`config.mk`:
```
export PLATFORM = sky130hd
export DESIGN_NAME = potaz_core
export DESIGN_NICKNAME = d
export VERILOG_FILES = /design/src/include/potaz_pkg.sv /design/src/core/potaz_core.sv /design/src/core/potaz_avg.sv
export SDC_FILE = /design/constraint.sdc
export NUM_CORES = 1
export LEC_CHECK = 0
export BUFFER_PORTS_ARGS = -buffer_cell sky130_fd_sc_hd__clkbuf_2
export CAP_MARGIN = 25
export CORE_UTILIZATION = 59
export CTS_BUF_LIST = sky130_fd_sc_hd__clkbuf_8
export DETAILED_ROUTE_END_ITERATION = 10
export MAX_ROUTING_LAYER = met4
export PLACE_DENSITY_LB_ADDON = 0.3
export SLEW_MARGIN = 10
export SYNTH_ARGS = -nofsm -noshare
export SYNTH_HDL_FRONTEND = slang
export SYNTH_SLANG_ARGS = --single-unit
```
`constraint.sdc`:
```
create_clock -name ref_clk_i -period 10.6 [get_ports ref_clk_i]
set_clock_uncertainty 0.1 [all_clocks]
set_input_delay 0.53 -clock ref_clk_i [delete_from_list [all_inputs] [get_ports ref_clk_i]]
set_output_delay 0.53 -clock ref_clk_i [all_outputs]
set_load 0.01 [all_outputs]
```
`src/include/potaz_pkg.sv`:
```
package potaz_pkg;

	// ------------------------------------------------------------
	// Register addresses
	// ------------------------------------------------------------
	localparam logic [7:0] ADDR_OFFSET_MAG = 8'hC0;
	localparam logic [7:0] ADDR_OFFSET_SIGN = 8'hC1;
	localparam logic [7:0] ADDR_AZ_SCHEDULE = 8'hD6;
	localparam logic [7:0] ADDR_TRIM_CONTROL = 8'hD7;
	localparam logic [7:0] ADDR_TRIM_SETUP = 8'hD9;
	localparam logic [7:0] ADDR_TRIM_STATUS = 8'hDC;
	localparam logic [7:0] ADDR_INT_ENABLE = 8'hDD;

	// ------------------------------------------------------------
	// Field positions
	// ------------------------------------------------------------
	localparam int TRIM_TYPE_BIT = 5;
	localparam int TRIM_START_BIT = 0;
	localparam int TARGET_MSB = 7;
	localparam int TARGET_LSB = 5;
	localparam int DECR_EN_BIT = 3;
	localparam int AVG_MSB = 2;
	localparam int AVG_LSB = 0;
	localparam int TRIM_DONE_BIT = 0;
	localparam int TRIM_IEN_BIT = 3;
	localparam int SIGN_BIT = 0;

	// ------------------------------------------------------------
	// Reset values and schedule codes
	// ------------------------------------------------------------
	localparam logic [6:0] AZ_INTERVAL_RST = 7'h7F;
	localparam logic [6:0] AZ_NEVER = 7'h00;
	localparam logic [6:0] AZ_FIRST_ONLY = 7'h7F;
	localparam logic [2:0] TARGET_RST = 3'h2;
	localparam logic [2:0] AVG_RST = 3'h0;
	localparam logic [7:0] OFFSET_MAG_RST = 8'h00;
	localparam logic [7:0] SEARCH_MSB_MASK = 8'h80;

	// ------------------------------------------------------------
	// Widths
	// ------------------------------------------------------------
	localparam int RESULT_W = 16;
	localparam int SUM_W = 23;
	localparam int AVG_CNT_W = 8;

	typedef enum logic [1:0] {
		TRIM_IDLE,
		TRIM_SIGN,
		TRIM_BIT
	} potaz_trim_state_t;

endpackage : potaz_pkg

```
`src/core/potaz_core.sv`:
```
`timescale 1ns/10ps
module potaz_core (
	input wire logic ref_clk_i,
	input wire logic resetn_i,
	input wire logic [7:0] reg_addr_i,
	input wire logic reg_wr_i,
	input wire logic [7:0] reg_wdata_i,
	input wire logic reg_rd_i,
	output logic [7:0] reg_rdata_o,
	input wire logic sample_valid_i,
	input wire logic [potaz_pkg::RESULT_W-1:0] sample_i,
	input wire logic als_cycle_start_i,
	input wire logic trim_int_clear_i,
	output logic autozero_req_o,
	output logic photodiode_disconnect_o,
	output logic [potaz_pkg::RESULT_W-1:0] proximity_result_o,
	output logic proximity_result_valid_o,
	output logic trim_busy_o,
	output logic trim_interrupt_flag_o,
	output logic trim_int_o
);
	import potaz_pkg::*;

	// ------------------------------------------------------------
	// Functions
	// ------------------------------------------------------------
	function automatic logic [RESULT_W-1:0] apply_offset(
		input logic [RESULT_W-1:0] raw,
		input logic [7:0] mag,
		input logic neg);
		logic [RESULT_W:0] sum;
		sum = '0;
		if (neg) begin
			// Clamp at full scale rather than wrap
			sum = {1'b0, raw} + (RESULT_W+1)'(mag);
			apply_offset = sum[RESULT_W] ? '1 : sum[RESULT_W-1:0];
		end else begin
			// Clamp at zero; crosstalk removal never goes negative
			sum = {1'b0, raw} - (RESULT_W+1)'(mag);
			apply_offset = sum[RESULT_W] ? '0 : sum[RESULT_W-1:0];
		end
	endfunction : apply_offset

	function automatic logic [RESULT_W-1:0] target_of(input logic [2:0] sel);
		target_of = (RESULT_W'(1) << sel) - RESULT_W'(1);
	endfunction : target_of

	// ------------------------------------------------------------
	// Registers
	// ------------------------------------------------------------
	logic [7:0] offset_magnitude_reg;
	logic offset_sign_bit_reg;
	logic [6:0] autozero_interval_reg;
	logic trim_type_reg;
	logic trim_start_reg;
	logic [2:0] search_target_reg;
	logic zero_result_decrement_enable_reg;
	logic [2:0] proximity_sample_averaging_reg;
	logic trim_done_status_reg;
	logic trim_interrupt_enable_reg;
	logic trim_interrupt_flag_reg;
	logic [7:0] rdata_reg;

	potaz_trim_state_t state_reg;
	logic [7:0] trial_mag_reg;
	logic trial_sign_reg;
	logic [7:0] mask_reg;
	logic restart_reg;

	logic az_first_reg;
	logic [6:0] az_cnt_reg;
	logic az_req_reg;
	logic [RESULT_W-1:0] result_reg;
	logic result_valid_reg;

	// ------------------------------------------------------------
	// Decode
	// ------------------------------------------------------------
	wire wr_mag = reg_wr_i && (reg_addr_i == ADDR_OFFSET_MAG);
	wire wr_sign = reg_wr_i && (reg_addr_i == ADDR_OFFSET_SIGN);
	wire wr_az = reg_wr_i && (reg_addr_i == ADDR_AZ_SCHEDULE);
	wire wr_ctl = reg_wr_i && (reg_addr_i == ADDR_TRIM_CONTROL);
	wire wr_setup = reg_wr_i && (reg_addr_i == ADDR_TRIM_SETUP);
	wire wr_stat = reg_wr_i && (reg_addr_i == ADDR_TRIM_STATUS);
	wire wr_ien = reg_wr_i && (reg_addr_i == ADDR_INT_ENABLE);

	wire busy = (state_reg != TRIM_IDLE);
	wire start_req = wr_ctl && reg_wdata_i[TRIM_START_BIT] && !busy;

	// ------------------------------------------------------------
	// Averaging and offset
	// ------------------------------------------------------------
	wire avg_valid;
	wire [RESULT_W-1:0] avg_result;

	potaz_avg u_avg (
		.ref_clk_i(ref_clk_i),
		.resetn_i(resetn_i),
		.avg_sel_i(proximity_sample_averaging_reg),
		.clear_i(restart_reg),
		.sample_valid_i(sample_valid_i),
		.sample_i(sample_i),
		.result_valid_o(avg_valid),
		.result_o(avg_result)
	);

	// During a trim the trial offset is applied instead of the stored one
	wire [7:0] used_mag = busy ? trial_mag_reg : offset_magnitude_reg;
	wire used_sign = busy ? trial_sign_reg : offset_sign_bit_reg;
	wire [RESULT_W-1:0] adj = apply_offset(avg_result, used_mag, used_sign);
	wire [RESULT_W-1:0] target = target_of(search_target_reg);

	// ------------------------------------------------------------
	// Search
	// ------------------------------------------------------------
	wire keep_bit = trial_sign_reg ? (adj <= target) :
		((adj != '0) && (adj >= target));
	wire [7:0] kept_mag = keep_bit ? trial_mag_reg : (trial_mag_reg & ~mask_reg);
	wire [7:0] next_mask = mask_reg >> 1;
	wire step = avg_valid && (state_reg == TRIM_BIT);
	wire finish = step && mask_reg[0];

	always_ff @(posedge ref_clk_i or negedge resetn_i) begin
		if (!resetn_i) begin
			state_reg <= TRIM_IDLE;
			trial_mag_reg <= OFFSET_MAG_RST;
			trial_sign_reg <= 1'b0;
			mask_reg <= SEARCH_MSB_MASK;
			restart_reg <= 1'b0;
		end else begin
			restart_reg <= 1'b0;
			case (state_reg)
				TRIM_IDLE: begin
					if (start_req) begin
						state_reg <= TRIM_SIGN;
						trial_mag_reg <= OFFSET_MAG_RST;
						trial_sign_reg <= 1'b0;
						restart_reg <= 1'b1;
					end
				end
				TRIM_SIGN: begin
					// Below target with no offset means the offset must add
					if (avg_valid) begin
						trial_sign_reg <= (adj < target);
						trial_mag_reg <= SEARCH_MSB_MASK;
						mask_reg <= SEARCH_MSB_MASK;
						restart_reg <= 1'b1;
						state_reg <= TRIM_BIT;
					end
				end
				TRIM_BIT: begin
					if (finish) begin
						trial_mag_reg <= kept_mag;
						state_reg <= TRIM_IDLE;
					end else if (step) begin
						trial_mag_reg <= kept_mag | next_mask;
						mask_reg <= next_mask;
						restart_reg <= 1'b1;
					end
				end
				default: state_reg <= TRIM_IDLE;
			endcase
		end
	end

	// ------------------------------------------------------------
	// Register file
	// ------------------------------------------------------------
	wire zero_hit = avg_valid && !busy && zero_result_decrement_enable_reg &&
		(adj == '0) && (offset_magnitude_reg != '0);

	always_ff @(posedge ref_clk_i or negedge resetn_i) begin
		if (!resetn_i) begin
			offset_magnitude_reg <= OFFSET_MAG_RST;
			offset_sign_bit_reg <= 1'b0;
			autozero_interval_reg <= AZ_INTERVAL_RST;
			trim_type_reg <= 1'b0;
			trim_start_reg <= 1'b0;
			search_target_reg <= TARGET_RST;
			zero_result_decrement_enable_reg <= 1'b0;
			proximity_sample_averaging_reg <= AVG_RST;
			trim_done_status_reg <= 1'b0;
			trim_interrupt_enable_reg <= 1'b0;
			trim_interrupt_flag_reg <= 1'b0;
		end else begin
			if (finish) begin
				offset_magnitude_reg <= kept_mag;
				offset_sign_bit_reg <= trial_sign_reg;
			end else begin
				if (wr_mag)
					offset_magnitude_reg <= reg_wdata_i;
				else if (zero_hit)
					offset_magnitude_reg <= offset_magnitude_reg - 8'h01;
				if (wr_sign)
					offset_sign_bit_reg <= reg_wdata_i[SIGN_BIT];
			end
			if (wr_az)
				autozero_interval_reg <= reg_wdata_i[6:0];
			// Type is frozen while a trim runs so the search stays consistent
			if (wr_ctl && !busy)
				trim_type_reg <= reg_wdata_i[TRIM_TYPE_BIT];
			if (finish)
				trim_start_reg <= 1'b0;
			else if (start_req)
				trim_start_reg <= 1'b1;
			if (wr_setup) begin
				search_target_reg <= reg_wdata_i[TARGET_MSB:TARGET_LSB];
				zero_result_decrement_enable_reg <= reg_wdata_i[DECR_EN_BIT];
				proximity_sample_averaging_reg <= reg_wdata_i[AVG_MSB:AVG_LSB];
			end
			if (finish)
				trim_done_status_reg <= 1'b1;
			else if (wr_stat && reg_wdata_i[TRIM_DONE_BIT])
				trim_done_status_reg <= 1'b0;
			if (wr_ien)
				trim_interrupt_enable_reg <= reg_wdata_i[TRIM_IEN_BIT];
			if (finish)
				trim_interrupt_flag_reg <= 1'b1;
			else if (trim_int_clear_i)
				trim_interrupt_flag_reg <= 1'b0;
		end
	end

	// ------------------------------------------------------------
	// Read back
	// ------------------------------------------------------------
	wire [7:0] rd_mux =
		(reg_addr_i == ADDR_OFFSET_MAG) ? offset_magnitude_reg :
		(reg_addr_i == ADDR_OFFSET_SIGN) ? {7'h00, offset_sign_bit_reg} :
		(reg_addr_i == ADDR_AZ_SCHEDULE) ? {1'b0, autozero_interval_reg} :
		(reg_addr_i == ADDR_TRIM_CONTROL) ?
			{2'h0, trim_type_reg, 4'h0, trim_start_reg} :
		(reg_addr_i == ADDR_TRIM_SETUP) ?
			{search_target_reg, 1'b0, zero_result_decrement_enable_reg,
			proximity_sample_averaging_reg} :
		(reg_addr_i == ADDR_TRIM_STATUS) ? {7'h00, trim_done_status_reg} :
		(reg_addr_i == ADDR_INT_ENABLE) ?
			{4'h0, trim_interrupt_enable_reg, 3'h0} : 8'h00;

	// ------------------------------------------------------------
	// Autozero schedule and result
	// ------------------------------------------------------------
	wire az_due = az_first_reg ? (autozero_interval_reg != AZ_NEVER) :
		((autozero_interval_reg != AZ_NEVER) &&
		(autozero_interval_reg != AZ_FIRST_ONLY) &&
		(az_cnt_reg >= autozero_interval_reg));

	always_ff @(posedge ref_clk_i or negedge resetn_i) begin
		if (!resetn_i) begin
			rdata_reg <= 8'h00;
			az_first_reg <= 1'b1;
			az_cnt_reg <= 7'h00;
			az_req_reg <= 1'b0;
			result_reg <= '0;
			result_valid_reg <= 1'b0;
		end else begin
			if (reg_rd_i)
				rdata_reg <= rd_mux;
			az_req_reg <= als_cycle_start_i && az_due;
			if (als_cycle_start_i) begin
				az_first_reg <= 1'b0;
				// Saturating count avoids a false match after a wrap
				if (az_due)
					az_cnt_reg <= 7'h01;
				else if (az_cnt_reg != 7'h7F)
					az_cnt_reg <= az_cnt_reg + 7'h01;
			end
			result_valid_reg <= avg_valid;
			if (avg_valid)
				result_reg <= adj;
		end
	end

	assign reg_rdata_o = rdata_reg;
	assign autozero_req_o = az_req_reg;
	assign photodiode_disconnect_o = busy && trim_type_reg;
	assign proximity_result_o = result_reg;
	assign proximity_result_valid_o = result_valid_reg;
	assign trim_busy_o = busy;
	assign trim_interrupt_flag_o = trim_interrupt_flag_reg;
	assign trim_int_o = trim_interrupt_flag_reg && trim_interrupt_enable_reg;

endmodule : potaz_core

```
`src/core/potaz_avg.sv`:
```
`timescale 1ns/10ps
module potaz_avg (
	input wire logic ref_clk_i,
	input wire logic resetn_i,
	input wire logic [2:0] avg_sel_i,
	input wire logic clear_i,
	input wire logic sample_valid_i,
	input wire logic [potaz_pkg::RESULT_W-1:0] sample_i,
	output logic result_valid_o,
	output logic [potaz_pkg::RESULT_W-1:0] result_o
);
	import potaz_pkg::*;

	// ------------------------------------------------------------
	// Accumulator
	// ------------------------------------------------------------
	logic [SUM_W-1:0] sum_reg;
	logic [AVG_CNT_W:0] cnt_reg;
	logic [RESULT_W-1:0] result_reg;
	logic valid_reg;

	wire [AVG_CNT_W:0] need = (AVG_CNT_W+1)'(1) << avg_sel_i;
	wire [SUM_W-1:0] sum_next = sum_reg + SUM_W'(sample_i);
	wire [AVG_CNT_W:0] cnt_next = cnt_reg + (AVG_CNT_W+1)'(1);
	wire last = sample_valid_i && (cnt_next >= need);
	wire [SUM_W-1:0] shifted = sum_next >> avg_sel_i;

	always_ff @(posedge ref_clk_i or negedge resetn_i) begin
		if (!resetn_i) begin
			sum_reg <= '0;
			cnt_reg <= '0;
			result_reg <= '0;
			valid_reg <= 1'b0;
		end else begin
			valid_reg <= last && !clear_i;
			// Clear drops a partial average taken at a stale offset
			if (clear_i || last) begin
				sum_reg <= '0;
				cnt_reg <= '0;
			end else if (sample_valid_i) begin
				sum_reg <= sum_next;
				cnt_reg <= cnt_next;
			end
			if (last && !clear_i)
				result_reg <= shifted[RESULT_W-1:0];
		end
	end

	assign result_valid_o = valid_reg;
	assign result_o = result_reg;

endmodule : potaz_avg

```
==> metrics.csv <==
stage,metric,value,unit
outcome,status,finished clean,
sta,Final Setup Violations,0,
setup_path,"delay-heaviest family, CP",compound AO/OA/AOI/OAI gates,
sta,max-slew violation count,0,
placement,IO buf count,68,
clocking,CTS max path bufs,2,
layout,ANT cells,0,
setup_path,Worst Setup End Kind,flip-flop,
clocking,CTS tree,yes,
synth,average size of a mapped cell,8.664,um2
setup_path,CP Max Fanout,17,
layout,max reg flops,23,
setup_path,cell mode on critical path,ha_1,
floorplan,Die Width,133.9,um
floorplan,Initial Util,61.26,%
placement,Placer Congestion,0.9561,
sta,period utilization,61.11,%
sta,Least-Margin Pin Slew,1.019,ns
pwr,Leak,5.017,nW
sta,fin crit period,6.477,ns
run,max cap viols,0,
floorplan,die area,17930,um2
layout,register area,3291,um2
routing,first-pass iteration count of the detailed router,5,
min_path,HP Class,primary input to flip-flop,
routing,via total after detailed routing,9345,
setup_path,slowest CP cell,ha_1,
setup_path,Worst Setup Start Kind,flip-flop,
global_route,first-pass GRT wire length,44.48,mm
synth,number of flops mapped to enable cells by yosys,0,
global_route,grt total ovfl,0,
layout,Fill cells,1369,
synth,yosys warns,0,
synth,Yosys top cell by area,dfrtp_1,
floorplan,number of top-level pins,69,
synth,synthesized flop and latch total,131,
setup_path,critical path required time,10.86,ns
floorplan,Chip Height,133.9,um
clocking,CTS sink count,131,
layout,"Core Util, Final",66.64,%
sta,setup ws final,4.123,ns
setup_path,CP bufs+invs,1,
routing,Routed WL per cell,18.63,um
layout,layout cell share with drive strength beyond 1,15.37,%
global_route,vias in the first global route,8654,
synth,sequential area share after synthesis,32.05,%
clocking,htree depth,4,
floorplan,CORE AREA,16760,um2
sta,hold violation count in the final report,0,
layout,Layout area overhead,8.774,%
synth,Main synth FF type,dfrtp_1,
sta,RSZ-0062 raised after global routing,false,
layout,most frequent cells in the layout,"dfrtp_1 (121), nor2_1 (114), nand2_1 (110)",
global_route,GRT met3 Usage,6.576,%
global_route,GRT busiest layer,met2,
global_route,GR Layer Usage met1,44.08,%
routing,vias per inst,6.418,
pwr,Design Power,3.016,mW
synth,ys async rst share,100.0,%
routing,DR iter-0 viols,897,
synth,synthesized area,10270,um2
global_route,met2 Use GR,47.32,%
placement,DP Worst Slack,4.207,ns
layout,area of the multi-input gates,6525,um2
setup_path,data arrival time of the worst path,6.74,ns
clocking,post-CTS sizing,0,
sta,fmax,154.4,MHz
pwr,power per cell area,270.1,nW/um2
pwr,Worst VDD drop,182.8,uV
global_route,initial antenna violation count,0,
synth,Area contributors post-synth,"dfrtp_1 (29%), ha_1 (9.0%), nor2_1 (4.2%)",
layout,final-stage net count,1339,
synth,Yosys top cell area share,29.49,%
clocking,Hold Buf Count CTS,1,
clocking,"Clk Latency, worst-skew pair",0.47,ns
synth,count of cell types in the netlist,91,
routing,DR DRC count,0,
synth,post-synthesis cell count,1185,
clocking,clock root cell,clkbuf_8,
setup_path,Critical Setup Path Class,flip-flop to flip-flop,
floorplan,# rows,47,
clocking,Post-CTS Repair Setup Buffers,0,
setup_path,CP cell instances,inv_1 > ha_1 > mux2_2 > ha_1 > a2111oi_0 > o21ai_0 > a32oi_1 > or2_2 > o32ai_1 > a211oi_1 > ha_1 > a21o_1 > a21oi_1 > nor2b_1 > a311oi_1 > o211a_1 > a21boi_0 > o31a_4 > nand2_2 > a311o_1,
global_route,Tot GR Track Use,32.17,%
layout,"most common cell after layout, fill and taps aside",dfrtp_1,
routing,WL final,27.13,mm
routing,antenna-violating nets left,0,
setup_path,CP peak stage delay,0.59,ns
global_route,largest net degree at the start of global routing,70,
clocking,Num CTS Buffers,17,
sta,normalized max-slew margin,32.08,%
clocking,CTS clock-pin slew for the worst setup and hold paths,0.08,ns
placement,detailed placement HPWL,20.19,mm
sta,Post-Route Setup TNS,0,ns
## path summary, 6_finish.rpt
path	startpoint	end	slack [ns]	cells past startpoint
worst max-delay path	state_reg[1]	offset_magnitude_reg[1]	4.12	20
worst min-delay path	trim_int_clear_i	trim_interrupt_flag_o	0.13	2
worst max register to register	state_reg[1]	offset_magnitude_reg[1]	4.12	20
worst min register to register	trim_done_status_reg	trim_done_status_reg	0.38	2
max in group asynchronous	resetn_i	reg_rdata_o[3]	8.64	3
min in group asynchronous	resetn_i	u_avg.cnt_reg[4]	0.50	2
## cell type report
class / instances / area share [%]
Sequential cell: 131 / 29.46
Timing Repair Buffer: 77 / 3.731
Tap cell: 220 / 2.465
Clock buffer: 19 / 2.341
Multi-Input combinational cell: 935 / 58.42
Inverter: 61 / 2.050
Clock inverter: 13 / 1.524
## through the flow
| step | hold slack [ns] | std cells | cell area, um2 |
|---|---|---|---|
| finish | 0.1304 | 1456 | 11170 |
| floorplan | 0.1344 | 1187 | 10270 |
| CTS | 0.1214 | 1456 | 11170 |
| detailed placement | 0.3628 | 1423 | 10730 |
| global route | 0.1155 | 1456 | 11170 |
| global placement | 0.3622 | 1420 | 10700 |
## power by group
part | internal [mW] | total [mW] | switching [mW]
Combinational | 0.720 | 1.81 | 1.09
Sequential | 0.612 | 0.737 | 0.125
Clock | 0.249 | 0.471 | 0.222
Total | 1.58 | 3.02 | 1.44
## cells in the mapped netlist, drive strengths merged, types with 8 or more instances
| cell type | instances |
|---|---|
| nor2b | 18 |
| inv | 61 |
| mux2i | 29 |
| nand2 | 111 |
| nor4 | 11 |
| o311ai | 8 |
| nor3 | 18 |
| o21ai | 76 |
| and3 | 15 |
| a21oi | 70 |
| a21o | 24 |
| clkbuf | 52 |
| nand3 | 24 |
| a31oi | 8 |
| and2 | 16 |
| xor2 | 13 |
| a22o | 31 |
| a211oi | 21 |
| nand4 | 14 |
| o31ai | 10 |
| o211ai | 8 |
| xnor2 | 21 |
| dfrtp | 121 |
| ha | 74 |
| or2 | 9 |
| o21a | 16 |
| nor2 | 116 |
| mux2 | 34 |
| dfstp | 10 |
| buf | 8 |
| nand2b | 16 |
## per-layer routing
metal | wire, um | vias to the layer above
met5 | 0 | -
met4 | 605 | 0
met3 | 1841 | 53
met2 | 12060 | 363
met1 | 12620 | 4504
li1 | - | 4425
## worst reg2reg max path: stages (launching register included)
cell       delay (ns)
dfrtp_1          0.43
inv_1            0.12
ha_1             0.59
mux2_2           0.44
ha_1             0.46
a2111oi_0        0.44
o21ai_0          0.24
a32oi_1          0.52
or2_2            0.22
o32ai_1          0.08
a211oi_1         0.54
ha_1             0.36
a21o_1           0.19
a21oi_1          0.15
nor2b_1          0.08
a311oi_1         0.24
o211a_1          0.25
a21boi_0         0.26
o31a_4           0.22
nand2_2          0.08
a311o_1          0.36
## cells by family after synthesis
logic type                 Yosys count  share of synthesized area (%)
and+or+nand+nor                    391                          18.45
AOI/OAI and AO/OA                  365                          25.40
DFF                                131                          32.05
buffers and inverters              121                          4.533
adders and majority gates           77                          9.603
muxes                               65                          7.031
xor gates and xnor gates            34                          2.900
other                                1                        0.03652
No activity file was read; power rests on OpenSTA's default activity.
